[src/core/prox_regs.svh]
`ifndef PROX_REGS_SVH
`define PROX_REGS_SVH

// Command codes of the sensor-side registers
`define CMD_MODE_CONFIG    8'h02
`define CMD_LOW_THRESH     8'h03
`define CMD_HIGH_THRESH    8'h04

// Fields of the mode configuration register
`define MODE_BIT           4
`define TRIG_BIT           5
`define FAST_LSB           14
`define FAST_MSB           15
`define SUNC_LSB           10
`define SUNC_MSB           12
`define CONF3_RESET        16'h0000
`define CONF3_DEFINED_MASK 16'hDC30
`define THRESH_RESET       16'h0000
`define SUNC_ON            3'h7
`define SUNC_OFF           3'h0
`define FAST_NORMAL        2'h0
`define FAST_6MS           2'h1
`define FAST_12MS          2'h2
`define FAST_25MS          2'h3

// Timing
`define CLK_PERIOD_NS      20
`define FAST1_MS           6.25
`define FAST2_MS           12.5
`define FAST3_MS           25
`define NORMAL_MS          100

// Controller register map (byte offsets)
`define HOST_CMD_OFS       12'h000
`define HOST_WDATA_OFS     12'h004
`define HOST_RDATA_OFS     12'h008
`define HOST_STATUS_OFS    12'h00C
`define HOST_MASK_OFS      12'h010
`define CMDREG_WRITE_BIT   8
`define CMDREG_GO_BIT      31
`define RDREG_BUSY_BIT     16
`define ST_DONE            0
`define ST_CLOSE           1
`define ST_AWAY            2
`define ST_RESET           3'h0

`endif

[src/core/prox_link_pkg.sv]
`default_nettype none
package prox_link_pkg;
	typedef enum logic {H_IDLE = 1'b0, H_WAIT = 1'b1} host_state_t;
	typedef enum logic {M_IDLE = 1'b0, M_RUN = 1'b1} meas_state_t;
endpackage
`default_nettype wire

[src/core/prox_link_if.sv]
`timescale 1ns/1ns
`default_nettype none
interface prox_link_if;
	logic        req;         // Host request, held until ack
	logic        we;          // Write when high
	logic [7:0]  cmd;         // Command code
	logic [15:0] wdata;       // Write data
	logic        ack;         // One-cycle answer
	logic [15:0] rdata;       // Read data, valid with ack
	logic        close_state; // Last result above high threshold
	logic        away_state;  // Last result below low threshold

	modport dev (input req, we, cmd, wdata, output ack, rdata, close_state, away_state);
	modport host (output req, we, cmd, wdata, input ack, rdata, close_state, away_state);
endinterface
`default_nettype wire

[src/core/interval_timer.sv]
`timescale 1ns/1ns
`default_nettype none
`include "prox_regs.svh"
module interval_timer #(
	parameter int FAST1_CYC  = 312500,
	parameter int FAST2_CYC  = 625000,
	parameter int FAST3_CYC  = 1250000,
	parameter int NORMAL_CYC = 5000000
) (
	input  wire logic       pclk,    // Clock
	input  wire logic       presetn, // Async reset, active low
	input  wire logic       run,     // Count while high
	input  wire logic [1:0] sel,     // Interval code
	output logic            tick     // One-cycle pulse per interval
);
	logic [31:0] cnt_ff;
	logic [31:0] nxt_cnt;
	logic        tick_ff;
	logic        nxt_tick;
	logic [31:0] limit;

	always_comb
	begin
		unique case (sel)
			`FAST_6MS:  limit = 32'(FAST1_CYC - 1);
			`FAST_12MS: limit = 32'(FAST2_CYC - 1);
			`FAST_25MS: limit = 32'(FAST3_CYC - 1);
			default:    limit = 32'(NORMAL_CYC - 1);
		endcase
		nxt_tick = 1'b0;
		if (!run)
			nxt_cnt = 32'h00000000;
		else if (cnt_ff >= limit)
		begin
			// >= so a shortened interval chosen mid-count still fires
			nxt_cnt  = 32'h00000000;
			nxt_tick = 1'b1;
		end
		else
			nxt_cnt = cnt_ff + 32'h00000001;
	end

	always_ff @(posedge pclk or negedge presetn)
	begin
		if (!presetn)
		begin
			cnt_ff  <= 32'h00000000;
			tick_ff <= 1'b0;
		end
		else
		begin
			cnt_ff  <= nxt_cnt;
			tick_ff <= nxt_tick;
		end
	end

	assign tick = tick_ff;
endmodule
`default_nettype wire

[src/core/prox_sensor_end.sv]
`timescale 1ns/1ns
`default_nettype none
`include "prox_regs.svh"
module prox_sensor_end #(
	parameter int FAST1_CYC  = int'(`FAST1_MS * 1.0e6 / `CLK_PERIOD_NS),
	parameter int FAST2_CYC  = int'(`FAST2_MS * 1.0e6 / `CLK_PERIOD_NS),
	parameter int FAST3_CYC  = int'(`FAST3_MS * 1.0e6 / `CLK_PERIOD_NS),
	parameter int NORMAL_CYC = int'(`NORMAL_MS * 1.0e6 / `CLK_PERIOD_NS)
) (
	input  wire logic        pclk,               // Clock
	input  wire logic        presetn,            // Async reset, active low
	prox_link_if.dev         link,               // Register link from the host
	output logic             meas_start,         // Pulse: begin one measurement
	input  wire logic        meas_done,          // Pulse: measurement finished
	input  wire logic [15:0] meas_result,        // Result, valid with meas_done
	output logic             sunlight_cancel_en, // Sunlight cancellation active
	output logic             close_flag,         // Result above high threshold
	output logic             away_flag           // Result below low threshold
);
	logic                      scheme_ff;
	logic                      nxt_scheme;
	logic                      trig_ff;
	logic                      nxt_trig;
	logic [1:0]                fast_ff;
	logic [1:0]                nxt_fast;
	logic [2:0]                sunc_ff;
	logic [2:0]                nxt_sunc;
	logic [15:0]               low_ff;
	logic [15:0]               nxt_low;
	logic [15:0]               high_ff;
	logic [15:0]               nxt_high;

	logic                      ack_ff;
	logic                      nxt_ack;
	logic [15:0]               rdata_ff;
	logic [15:0]               nxt_rdata;

	prox_link_pkg::meas_state_t state_ff;
	prox_link_pkg::meas_state_t nxt_state;
	logic                      forced_ff;
	logic                      nxt_forced;
	logic                      start_ff;
	logic                      nxt_start;
	logic                      close_ff;
	logic                      nxt_close;
	logic                      away_ff;
	logic                      nxt_away;
	logic                      sunc_en_ff;
	logic                      nxt_sunc_en;

	logic                      take;
	logic                      wr_hit;
	logic                      tick;
	logic                      timer_run;

	assign take      = link.req & ~ack_ff;
	assign wr_hit    = take & link.we;
	assign timer_run = ~scheme_ff;

	interval_timer #(
		.FAST1_CYC  (FAST1_CYC),
		.FAST2_CYC  (FAST2_CYC),
		.FAST3_CYC  (FAST3_CYC),
		.NORMAL_CYC (NORMAL_CYC)
	) interval_timer_inst (
		.pclk    (pclk),
		.presetn (presetn),
		.run     (timer_run),
		.sel     (fast_ff),
		.tick    (tick)
	);

	// Register writes and readback
	always_comb
	begin
		nxt_scheme = scheme_ff;
		nxt_trig   = trig_ff;
		nxt_fast   = fast_ff;
		nxt_sunc   = sunc_ff;
		nxt_low    = low_ff;
		nxt_high   = high_ff;
		nxt_ack    = take;
		nxt_rdata  = rdata_ff;
		// Clear first so that a trigger written in the same cycle wins
		if (state_ff == prox_link_pkg::M_RUN && meas_done && forced_ff)
			nxt_trig = 1'b0;
		if (wr_hit)
		begin
			unique case (link.cmd)
				`CMD_MODE_CONFIG:
				begin
					// Reserved bits are not stored and read back as zero
					nxt_scheme = link.wdata[`MODE_BIT];
					nxt_trig   = link.wdata[`TRIG_BIT];
					nxt_fast   = link.wdata[`FAST_MSB:`FAST_LSB];
					nxt_sunc   = link.wdata[`SUNC_MSB:`SUNC_LSB];
				end
				`CMD_LOW_THRESH:  nxt_low  = link.wdata;
				`CMD_HIGH_THRESH: nxt_high = link.wdata;
				default:          nxt_low  = low_ff;
			endcase
		end
		if (take && !link.we)
		begin
			unique case (link.cmd)
				`CMD_MODE_CONFIG:
				begin
					nxt_rdata                      = 16'h0000;
					nxt_rdata[`MODE_BIT]           = scheme_ff;
					nxt_rdata[`TRIG_BIT]           = trig_ff;
					nxt_rdata[`FAST_MSB:`FAST_LSB] = fast_ff;
					nxt_rdata[`SUNC_MSB:`SUNC_LSB] = sunc_ff;
				end
				`CMD_LOW_THRESH:  nxt_rdata = low_ff;
				`CMD_HIGH_THRESH: nxt_rdata = high_ff;
				default:          nxt_rdata = 16'h0000;
			endcase
		end
	end

	always_ff @(posedge pclk or negedge presetn)
	begin
		if (!presetn)
		begin
			scheme_ff <= 1'b0;
			trig_ff   <= 1'b0;
			fast_ff   <= `FAST_NORMAL;
			sunc_ff   <= `SUNC_OFF;
			low_ff    <= `THRESH_RESET;
			high_ff   <= `THRESH_RESET;
			ack_ff    <= 1'b0;
			rdata_ff  <= 16'h0000;
		end
		else
		begin
			scheme_ff <= nxt_scheme;
			trig_ff   <= nxt_trig;
			fast_ff   <= nxt_fast;
			sunc_ff   <= nxt_sunc;
			low_ff    <= nxt_low;
			high_ff   <= nxt_high;
			ack_ff    <= nxt_ack;
			rdata_ff  <= nxt_rdata;
		end
	end

	// Measurement sequencing and threshold compare
	always_comb
	begin
		nxt_state   = state_ff;
		nxt_forced  = forced_ff;
		nxt_start   = 1'b0;
		nxt_close   = close_ff;
		nxt_away    = away_ff;
		// Only the exact enable code switches cancellation on
		nxt_sunc_en = (sunc_ff == `SUNC_ON);
		unique case (state_ff)
			prox_link_pkg::M_IDLE:
			begin
				if (scheme_ff && trig_ff)
				begin
					nxt_state  = prox_link_pkg::M_RUN;
					nxt_forced = 1'b1;
					nxt_start  = 1'b1;
				end
				else if (!scheme_ff && tick)
				begin
					nxt_state  = prox_link_pkg::M_RUN;
					nxt_forced = 1'b0;
					nxt_start  = 1'b1;
				end
			end
			prox_link_pkg::M_RUN:
			begin
				// A tick that lands mid-measurement is dropped, not queued
				if (meas_done)
				begin
					nxt_state = prox_link_pkg::M_IDLE;
					nxt_close = (meas_result > high_ff);
					nxt_away  = (meas_result < low_ff);
				end
			end
		endcase
	end

	always_ff @(posedge pclk or negedge presetn)
	begin
		if (!presetn)
		begin
			state_ff   <= prox_link_pkg::M_IDLE;
			forced_ff  <= 1'b0;
			start_ff   <= 1'b0;
			close_ff   <= 1'b0;
			away_ff    <= 1'b0;
			sunc_en_ff <= 1'b0;
		end
		else
		begin
			state_ff   <= nxt_state;
			forced_ff  <= nxt_forced;
			start_ff   <= nxt_start;
			close_ff   <= nxt_close;
			away_ff    <= nxt_away;
			sunc_en_ff <= nxt_sunc_en;
		end
	end

	assign link.ack           = ack_ff;
	assign link.rdata         = rdata_ff;
	assign link.close_state   = close_ff;
	assign link.away_state    = away_ff;
	assign meas_start         = start_ff;
	assign sunlight_cancel_en = sunc_en_ff;
	assign close_flag         = close_ff;
	assign away_flag          = away_ff;
endmodule
`default_nettype wire

[src/flat_wrapper.sv]
// flat-port wrapper written by rule: the top's interface ports become plain ports
module prox_sensor_end_flat 
#(
	parameter int FAST1_CYC  = int'(`FAST1_MS * 1.0e6 / `CLK_PERIOD_NS),
	parameter int FAST2_CYC  = int'(`FAST2_MS * 1.0e6 / `CLK_PERIOD_NS),
	parameter int FAST3_CYC  = int'(`FAST3_MS * 1.0e6 / `CLK_PERIOD_NS),
	parameter int NORMAL_CYC = int'(`NORMAL_MS * 1.0e6 / `CLK_PERIOD_NS)
)
  (pclk, presetn, meas_start, meas_done, meas_result, sunlight_cancel_en, close_flag, away_flag, link_req, link_we, link_cmd, link_wdata, link_ack, link_rdata, link_close_state, link_away_state);
  prox_link_if link_i ();
  input  wire logic pclk;
  input  wire logic presetn;
  output logic meas_start;
  input  wire logic meas_done;
  input  wire logic [15:0] meas_result;
  output logic sunlight_cancel_en;
  output logic close_flag;
  output logic away_flag;
  input wire logic [$bits(link_i.req)-1:0] link_req;
  input wire logic [$bits(link_i.we)-1:0] link_we;
  input wire logic [$bits(link_i.cmd)-1:0] link_cmd;
  input wire logic [$bits(link_i.wdata)-1:0] link_wdata;
  output wire logic [$bits(link_i.ack)-1:0] link_ack;
  output wire logic [$bits(link_i.rdata)-1:0] link_rdata;
  output wire logic [$bits(link_i.close_state)-1:0] link_close_state;
  output wire logic [$bits(link_i.away_state)-1:0] link_away_state;
  assign link_i.req = link_req;
  assign link_i.we = link_we;
  assign link_i.cmd = link_cmd;
  assign link_i.wdata = link_wdata;
  assign link_ack = link_i.ack;
  assign link_rdata = link_i.rdata;
  assign link_close_state = link_i.close_state;
  assign link_away_state = link_i.away_state;
  prox_sensor_end #(.FAST1_CYC(FAST1_CYC), .FAST2_CYC(FAST2_CYC), .FAST3_CYC(FAST3_CYC), .NORMAL_CYC(NORMAL_CYC)) u_core (.pclk(pclk), .presetn(presetn), .link(link_i), .meas_start(meas_start), .meas_done(meas_done), .meas_result(meas_result), .sunlight_cancel_en(sunlight_cancel_en), .close_flag(close_flag), .away_flag(away_flag));
endmodule
[config.mk]
export PLATFORM = sky130hd
export DESIGN_NAME = prox_sensor_end_flat
export DESIGN_NICKNAME = d
export VERILOG_FILES = /design/src/core/prox_link_pkg.sv /design/src/core/prox_link_if.sv /design/src/core/interval_timer.sv /design/src/core/prox_sensor_end.sv /design/src/flat_wrapper.sv
export VERILOG_INCLUDE_DIRS = /design/src /design/src/core
export SDC_FILE = /design/constraint.sdc
export NUM_CORES = 1
export LEC_CHECK = 0
export ABC_AREA = 0
export BUFFER_PORTS_ARGS = -buffer_cell sky130_fd_sc_hd__buf_2
export CAP_MARGIN = 5
export CORE_MARGIN = 3
export CORE_UTILIZATION = 41
export DETAILED_ROUTE_END_ITERATION = 10
export PLACE_DENSITY = 0.72
export SYNTH_ARGS = -nofsm -noshare
export SYNTH_HDL_FRONTEND = slang
export SYNTH_HIERARCHICAL = 1
export SYNTH_SLANG_ARGS = --single-unit
export TNS_END_PERCENT = 10
[constraint.sdc]
create_clock -name pclk -period 3.86 [get_ports pclk]
set_input_delay 0.772 -clock pclk [delete_from_list [all_inputs] [get_ports pclk]]
set_output_delay 0.772 -clock pclk [all_outputs]
set_load 0.005 [all_outputs]
=== After elaboration in Yosys (flattened, before gate mapping) ===
Index checks and enable logic that the tools add are counted.

* Add/subtract/negate cells: 1
* Multipliers: 0
* Divide/modulo/power cells: 0
* $lt $le $gt $ge: 3
* Equal/unequal tests: 7
* Shift-type cells: 0
* Multiplexer cells: 16
* Bitwise logic cells: 4
* Reduce and logical (&&, ||, !) cells: 13

{| class="wikitable"
|+ Operator list
! kind !! count
|-
| one-hot mux 23 bit (3 select lines) || 1
|-
| 2-to-1 mux 32 bit || 2
|-
| one-hot mux 16 bit (3 select lines) || 1
|-
| adder 32 x 1 -> 32 bit (second input constant) || 1
|-
| greater-or-equal comparator 32 bit || 1
|-
| == test 8 x 2 -> 1 bit (second input constant) || 2
|-
| greater-than comparator 16 bit || 1
|-
| less-than comparator 16 bit || 1
|-
| 2-to-1 mux 1 bit || 11
|-
| AND reduction 2 bit || 5
|-
| == test 8 x 3 -> 1 bit (second input constant) || 1
|-
| logical AND 1 bit || 5
|-
| == test 2 bit (second input constant) || 2
|-
| == test 3 bit (second input constant) || 1
|-
| AND 1 bit || 2
|-
| == test 2 x 1 -> 1 bit (second input constant) || 1
|-
| logical NOT 1 bit || 2
|-
| inverter 1 bit || 2
|-
| one-hot mux 1 bit (2 select lines) || 1
|-
| nonzero test 2 bit || 1
|}

* Flip-flop bits (word level): 95
* Latch bits: 0
* RAM bits: 0
* Bits in read-only memories: 0
* Word-level logic and storage cells: 60
* Memories: 0

=== Depth between registers and ports, before layout ===
Gate-level depths: netlist of the first run.

* Depth after elaboration: 5
* Mapped depth: 11
* Depth with buffers taken out: 9

=== Modules after synthesis ===
The synthesis of the first run kept the hierarchy.

{| class="wikitable"
|+ Modules (own cells, without submodules)
! module !! instances !! cells each !! area each (µm²)
|-
| prox_sensor_end || 1 || 308 || 3388.2
|-
| interval_timer || 1 || 213 || 2097.0
|}

=== Least setup slack after synthesis of the first run ===
No wires, ideal clock.

* Path type: register to register
* Start point: reg u_core.fast_ff[0]
* End point: reg u_core.interval_timer_inst.cnt_ff[10]
* Library setup time: 138 ps
* Arrival: 2744 ps
* Required time: 3722 ps
* Path slack: 978 ps
* Stages on the path, launching flop included: 12
* Buffers on the path: 2
* Clock period less this slack: 2882 ps
* Cells stage by stage: dfrtp_1 inv_1 ha_1 clkbuf_1 inv_1 ha_1 nand2_1 a211o_1 or4_4 a31oi_4 buf_4 nor4_1

* Longest elaborated chain between the ends: 5
* Elaborated cells on any way between the ends: 7
* Classes of those cells: order compare: 1; eq/ne: 3; mux: 3

{| class="wikitable"
|+ Ends and longest elaborated chain
! item !! line !! RTL
|-
| start, declared || prox_sensor_end.sv:24 || <nowiki>logic [1:0] fast_ff;</nowiki>
|-
| start signal, assigned || prox_sensor_end.sv:127 || <nowiki>fast_ff <= `FAST_NORMAL;</nowiki>
|-
| start signal, assigned || prox_sensor_end.sv:138 || <nowiki>fast_ff <= nxt_fast;</nowiki>
|-
| == test 2 bit / == test 2 x 1 -> 1 bit (equally long branches) || interval_timer.sv:24 || <nowiki>unique case (sel)</nowiki>
|-
| one-hot mux 23 bit (3 select lines) (*) || interval_timer.sv:24 ||
|-
| greater-or-equal comparator 32 bit (*) || interval_timer.sv:33 || <nowiki>else if (cnt_ff >= limit)</nowiki>
|-
| 2-to-1 mux 32 bit (*) || interval_timer.sv:33 ||
|-
| 2-to-1 mux 32 bit (*) || interval_timer.sv:31 || <nowiki>if (!run)</nowiki>
|-
| via u_core.interval_timer_inst.nxt_cnt[10] || interval_timer.sv:17 || <nowiki>logic [31:0] nxt_cnt;</nowiki>
|-
| end signal, assigned || interval_timer.sv:52 || <nowiki>cnt_ff <= nxt_cnt;</nowiki>
|-
| end, declared || interval_timer.sv:16 || <nowiki>logic [31:0] cnt_ff;</nowiki>
|}

The timed path passes the listed nets; every way through them passes the cells marked *.
A chain may end at the register's enable or synchronous reset.

=== Worst setup path after layout of the first run ===
* Start point: reg u_core.fast_ff[0]
* End point: reg u_core.interval_timer_inst.cnt_ff[9]

Same word-level chain as after synthesis.

==> results of run 1 <==
[logic make-up (layout without fill, tap and decap cells)]
family,count (synthesis),count (layout),synth area share
adder cells (fa/ha/maj),54,54,0.122
AND/OR/NAND/NOR,156,156,0.160
flip-flops,95,95,0.433
multiplexers,40,40,0.0819
XOR/XNOR,26,26,0.0415
AO/OA/AOI/OAI,82,82,0.108
other,1,8,0.000684
buffers and inverters,67,132,0.0527
[per-layer routing]
layer,vias to the layer above,global-route usage,share of wire
met5,-,0,0
met4,0,0.0476,0.013
met3,12,0.0446,0.053
met2,101,0.324,0.53
met1,2054,0.222,0.41
li1,2018,-,-
[Yosys cell counts, types with 4 or more instances]
cell type | number | share of area
dfrtp_1 | 95 | 0.43
ha_1 | 51 | 0.12
nand2_1 | 49 | 0.034
inv_1 | 45 | 0.031
mux2_2 | 39 | 0.080
nor4_1 | 32 | 0.036
a21oi_1 | 16 | 0.015
a22oi_1 | 16 | 0.022
o21ai_0 | 16 | 0.015
nand3_1 | 14 | 0.013
xnor2_1 | 13 | 0.021
xor2_1 | 13 | 0.021
nand4_1 | 12 | 0.014
clkbuf_1 | 10 | 0.0068
nor2_1 | 10 | 0.0068
nor3_1 | 9 | 0.0082
o221ai_1 | 9 | 0.014
a21o_1 | 4 | 0.0055
buf_2 | 4 | 0.0036
buf_4 | 4 | 0.0055
nor2b_1 | 4 | 0.0046
or3_1 | 4 | 0.0046
[state kept, by name (all words and copies together) (netlist names), 2 cells and up]
register	flops
u_core/interval_timer_inst/cnt_ff	32
u_core/high_ff	16
u_core/link.rdata	16
u_core/low_ff	16
u_core/sunc_ff	3
u_core/fast_ff	2
[worst register-to-register path, delay by kind of cell, from the launching register on]
| kind | cells | cell delay (ps) |
|---|---|---|
| AND/OR/NAND/NOR | 3 | 760 |
| adder cells (fa/ha/maj) | 2 | 720 |
| AO/OA/AOI/OAI | 2 | 920 |
| flip-flops | 1 | 520 |
| buffers and inverters | 2 | 210 |
[stage by stage]
| step | std cells | hold slack, ps | utilization |
|---|---|---|---|
| finish | 765 | 481 | 0.487 |
| global route | 765 | 507 | 0.487 |
| CTS | 765 | 485 | 0.487 |
| detailed placement | 749 | 469 | 0.466 |
| global placement | 749 | 464 | 0.466 |
| floorplan | 528 | 451 | - |
[worst paths after layout]
kind | to | from | cells past startpoint
worst min-delay path | u_core/low_ff[13] | presetn | 1
worst max register to register | u_core/interval_timer_inst/cnt_ff[9] | u_core/fast_ff[0] | 9
min in group pclk | u_core/link.rdata[9] | u_core/link.rdata[9] | 2
worst max-delay path | u_core/interval_timer_inst/cnt_ff[9] | u_core/fast_ff[0] | 9
max in group asynchronous | u_core/sunc_ff[2] | presetn | 2
worst min register to register | u_core/link.rdata[9] | u_core/link.rdata[9] | 2
[final cells by class]
| class | count | area (um2) |
|---|---|---|
| clock buffers | 11 | 243 |
| well taps | 172 | 215 |
| flip-flops and latches | 95 | 2380 |
| inverters | 45 | 169 |
| fillers | 1196 | 6570 |
| clock inverters | 5 | 33.8 |
| multi-input cells | 366 | 2850 |
| repair buffers | 71 | 368 |
[power breakdown]
group	total [mW]	internal [mW]	switching, mW	leakage, nW
clock network	0.819	0.453	0.366	0.132
registers	1.03	1.02	0.0155	1.29
logic	0.159	0.0655	0.0932	1.35
==> summary.txt, run 1 <==
Setup path
  • Worst Path Buf+Inv: 2
  • CP Cell Sequence: inv_1 -> ha_1 -> inv_1 -> ha_1 -> nand2_1 -> a211o_1 -> or4_4 -> a31oi_4 -> nor4_1
  • Critical path's top delay family: compound AO/OA/AOI/OAI gates
  • Slowest stage delay, CP: roughly 620 ps
  • WP data required: 4040 ps
  • CP Data Arrival Time: 3460 ps
  • CP Class: reg -> reg
  • Critical Path End Type: register
  • CP max FO: 25
  • Critical Path Source Type: register
  • R2R setup slack: 580 ps
  • Worst path slowest cell: a31oi_4

Clock tree
  • Clk_lat worst skew: 340 ps
  • CTS tree: built
  • Post-cts sizing count: 0
  • Clock sinks: between 90 and 100
  • Hold buffer count at cts: 0
  • CTS H-tree lvls: 3
  • Root buf cell: clkbuf_16
  • Postcts setup bufs: 0
  • CTS clk-pin slew, worst paths: 70 ps
  • Clock tree buffer depth: 2
  • Total CTS buffers: 9

Floorplanning
  • Die W: 122 um
  • Initial Util: 0.428
  • Die area: 14800 um2
  • Die height: 122 um
  • # rows: 41
  • Core box area: ~13000 um2
  • Top Ports: 68

Outcome
  • Outcome: finished clean

STA
  • Max-slew headroom: 0.411
  • Final period util: 0.850
  • F_max: roughly 300 MHz
  • RSZ-0062 raised after global routing: false
  • Crit path time final: about 3300 ps
  • Setup WS post-layout: 580 ps
  • Post-Route Setup TNS: 0 ps
  • Setup Skew: 9.47 ps
  • Max-slew violation count: 0
  • Slew @ Worst Pin: 884 ps
  • Setup-failing EPs final: 0
  • Final hold vios: 0

Hold path
  • Worst Hold Class: in -> async

Synthesis
  • Synth warnings: 6
  • Flops & latches, synth: 95
  • Post-Synthesis Cells: approximately 520
  • Count of different cell masters after synthesis: about 60
  • Synthesized area: 5490 um2
  • Ys flop type: dfrtp_1
  • Post-synth ARST share: 1.00
  • EDFF count, synth: 0
  • Avg Inst Size Synth: 10.5 um2
  • Register area share after synthesis: 0.433

Route
  • Final WL: 12900 um
  • Final ANT Viol Nets: 0
  • Vias per inst: 5.47
  • Initial detailed-routing violation count: 195
  • Vias post-DR: 4185
  • Pre-Repair DR Iteration Count: 5
  • Routed WL per cell: between 15 and 20 um
  • Drt drc: 0

Finish
  • Layout area overhead: 14.0%
  • Highest-count cells in the layout ignoring fill and taps: 95 x dfrtp_1, 66 x buf_2, 51 x ha_1
  • Ant. Diodes: 0
  • Layout net count: approximately 700
  • Commonest non-fill, non-tap cell in the layout: dfrtp_1
  • Fin area: 6250 um2
  • Layout cells sized above 1: 0.231

Power and ir drop
  • VDD IR max: 0.242 mV
  • Leakage: around 2.8 nW
  • Total Power: 2.01 mW
  • PwrDens: 321 nW/um2

Global routing
  • Largest net degree at the start of global routing: 57
  • Vias in the first global route: 4372
  • GRT overflow: 0
  • Initial antenna violation count: 0
  • Overall routing resource usage: 0.182
  • Global-route wire length before repair: around 22000 um

Placement
  • DPL Wire Length: between 9000 and 10000 um
  • Routability Congestion: roughly 0.91
  • Pre-CTS setup slack: 595 ps
  • PortBufs: 67
  • Placed inst area: 5970 um2

Run
  • Max cap viols: 0
No activity file was read; power rests on OpenSTA's default activity.
==> run 2, diff against run 1 <==
--- a/config.mk
+++ b/config.mk
@@ -12,7 +12,7 @@
 export CORE_MARGIN = 3
 export CORE_UTILIZATION = 41
 export DETAILED_ROUTE_END_ITERATION = 10
-export PLACE_DENSITY = 0.72
+export PLACE_DENSITY = 0.74
 export SYNTH_ARGS = -nofsm -noshare
 export SYNTH_HDL_FRONTEND = slang
 export SYNTH_HIERARCHICAL = 1
==> constraint.sdc (replaced) <==
create_clock -name pclk -period 2.9 [get_ports pclk]
set_input_delay 0.58 -clock pclk [delete_from_list [all_inputs] [get_ports pclk]]
set_output_delay 0.58 -clock pclk [all_outputs]
set_load 0.005 [all_outputs]
==> summary.txt, run 2 (synthesis results as in run 1) <==
Outcome
  • Outcome: finished clean

Setup path
  • CP Data Arrival Time: 3020 ps (-440 ps)
  • Worst path slowest cell: o41ai_4
  • CP Class: reg -> reg
  • CP max FO: 6 (-76%)
  • CP Cell Sequence: inv_2 -> ha_4 -> inv_1 -> ha_1 -> and4bb_2 -> nand2_1 -> or4_4 -> o41ai_4 -> clkbuf_16 -> nor4_1
  • Slowest stage delay, CP: 570 ps (-50 ps)
  • WP data required: 3090 ps (-950 ps)
  • Critical Path End Type: register
  • Critical Path Source Type: register

Route
  • Initial detailed-routing violation count: 284 (+46%)
  • Pre-Repair DR Iteration Count: 4 (-1)
  • Routed WL per cell: 17.6 um (+4.4%)
  • Final ANT Viol Nets: 0 (unchanged)
  • Vias post-DR: 4291 (+2.5%)
  • Final WL: 13600 um (+5.8%)
  • Vias per inst: 5.54 (+1.2%)
  • Drt drc: 0 (unchanged)

Clock tree
  • CTS clk-pin slew, worst paths: 60 ps (about the same)
  • CTS H-tree lvls: 3 (unchanged)
  • Total CTS buffers: 9 (unchanged)
  • CTS tree: built
  • Clock tree buffer depth: 2 (unchanged)
  • Root buf cell: clkbuf_16
  • Clk_lat worst skew: 350 ps (about the same)
  • Hold buffer count at cts: 0 (unchanged)
  • Clock sinks: 95 (unchanged)

Finish
  • Ant. Diodes: 0 (unchanged)
  • Fin area: 6430 um2 (+2.8%)
  • Layout area overhead: 17.2%
  • Layout net count: 696 (+1.8%)
  • Highest-count cells in the layout ignoring fill and taps: 94 x dfrtp_1, 66 x buf_2, 50 x ha_1
  • Layout cells sized above 1: 0.252 (+0.0210)
  • Largest Register: u_core/interval_timer_inst/cnt_ff
  • Commonest non-fill, non-tap cell in the layout: dfrtp_1
  • Largest register FFs: 32 (unchanged)

Floorplanning
  • Die height: 122 um (unchanged)
  • # rows: 41 (unchanged)
  • Die W: 122 um (unchanged)
  • Core box area: 12800 um2 (unchanged)
  • Initial Util: 0.428 (unchanged)
  • Die area: 14800 um2 (unchanged)
  • Top Ports: 68 (unchanged)

Placement
  • Routability Congestion: 0.878 (-3.4%)
  • PortBufs: 67 (unchanged)
  • DPL Wire Length: 9960 um (+3.6%)
  • Placed inst area: 6060 um2 (+1.4%)
  • Pre-CTS setup slack: 102 ps (-493 ps)

Run
  • Max cap viols: 0 (unchanged)

Global routing
  • Overall routing resource usage: 0.189 (+0.00621)
  • Initial antenna violation count: 1 (+1)
  • GRT overflow: 0 (unchanged)
  • Largest net degree at the start of global routing: 64 (+12%)
  • Global-route wire length before repair: 21900 um (+0.82%)
  • Vias in the first global route: 4420 (+1.1%)

Hold path
  • Worst Hold Class: in -> async

STA
  • Final period util: 0.974 (+0.125)
  • Post-Route Setup TNS: 0 ps (unchanged)
  • Setup Skew: 5.38 ps (-4.09 ps)
  • Max-slew headroom: 0.408 (-0.00285)
  • Final hold vios: 0 (unchanged)
  • Setup WS post-layout: 74.0 ps (-506 ps)
  • Slew @ Worst Pin: 888 ps (+4.27 ps)
  • Setup-failing EPs final: 0 (unchanged)
  • Max-slew violation count: 0 (unchanged)
  • Crit path time final: 2830 ps (-454 ps)
  • Hold slack: 173 ps (-308 ps)
  • F_max: 354 MHz (+16%)

Power and ir drop
  • Total Power: 2.75 mW (+37%)
  • PwrDens: 429 nW/um2 (+33%)
  • VDD IR max: 0.360 mV (+49%)
  • Leakage: 2.86 nW (+3.3%)
## run 2: power by group
| group | leakage (nW) | switching (mW) | internal (mW) |
|---|---|---|---|
| Combinational | 1.44 | 0.127 | 0.0932 |
| Clock | 0.136 | 0.478 | 0.684 |
| Sequential | 1.28 | 0.0207 | 1.35 |
## run 2: layout make-up
| cell class | instances | area (um2) |
|---|---|---|
| Multi-Input combinational cell | 366 | 2870 |
| Inverter | 45 | 169 |
| Clock buffer | 13 | 250 |
| Fill cell | 1202 | 6400 |
| Sequential cell | 95 | 2380 |
| Timing Repair Buffer | 83 | 517 |
| Tap cell | 172 | 215 |
| Clock inverter | 1 | 30.0 |
## run 2: layer usage
metal | global-route usage | up-vias | part of all wire
li1 | - | 2033 | -
met1 | 0.229 | 2131 | 0.42
met2 | 0.316 | 96 | 0.50
met3 | 0.0413 | 29 | 0.049
met4 | 0.0938 | 2 | 0.028
met5 | 0 | - | 0.00095
## run 2: stage by stage
stage | utilization | instances
2_1_floorplan | - | 528
3_3_place_gp | 0.472 | 755
3_5_place_dp | 0.472 | 755
4_1_cts | 0.494 | 769
5_1_grt | 0.501 | 775
6_report | 0.501 | 775
## run 2: worst paths after layout
| path | depth (start not counted) | from | slack, ps | to |
|---|---|---|---|---|
| min in group pclk | 2 | u_core/link.rdata[13] | 480 | u_core/link.rdata[13] |
| worst max-delay path | 10 | u_core/fast_ff[1] | 70 | u_core/interval_timer_inst/cnt_ff[23] |
| worst max register to register | 10 | u_core/fast_ff[1] | 70 | u_core/interval_timer_inst/cnt_ff[23] |
| worst min-delay path | 1 | presetn | 170 | u_core/interval_timer_inst/cnt_ff[2] |
| max in group asynchronous | 2 | presetn | 2030 | u_core/fast_ff[1] |
| worst min register to register | 2 | u_core/link.rdata[13] | 480 | u_core/link.rdata[13] |
## run 2: timing repair
action	in CTS	in global routing
endpoints found under the setup margin	0	25
hold endpoints to repair	0	0
setup buffers	0	4
resized for setup	0	8
## run 2: critical path, delay by kind of cell (launching register included)
family | cells | cell delay, ps
adder cells (fa/ha/maj) | 2 | 430
AND/OR/NAND/NOR | 4 | 830
buffers and inverters | 3 | 400
AO/OA/AOI/OAI | 1 | 570
flip-flops | 1 | 440
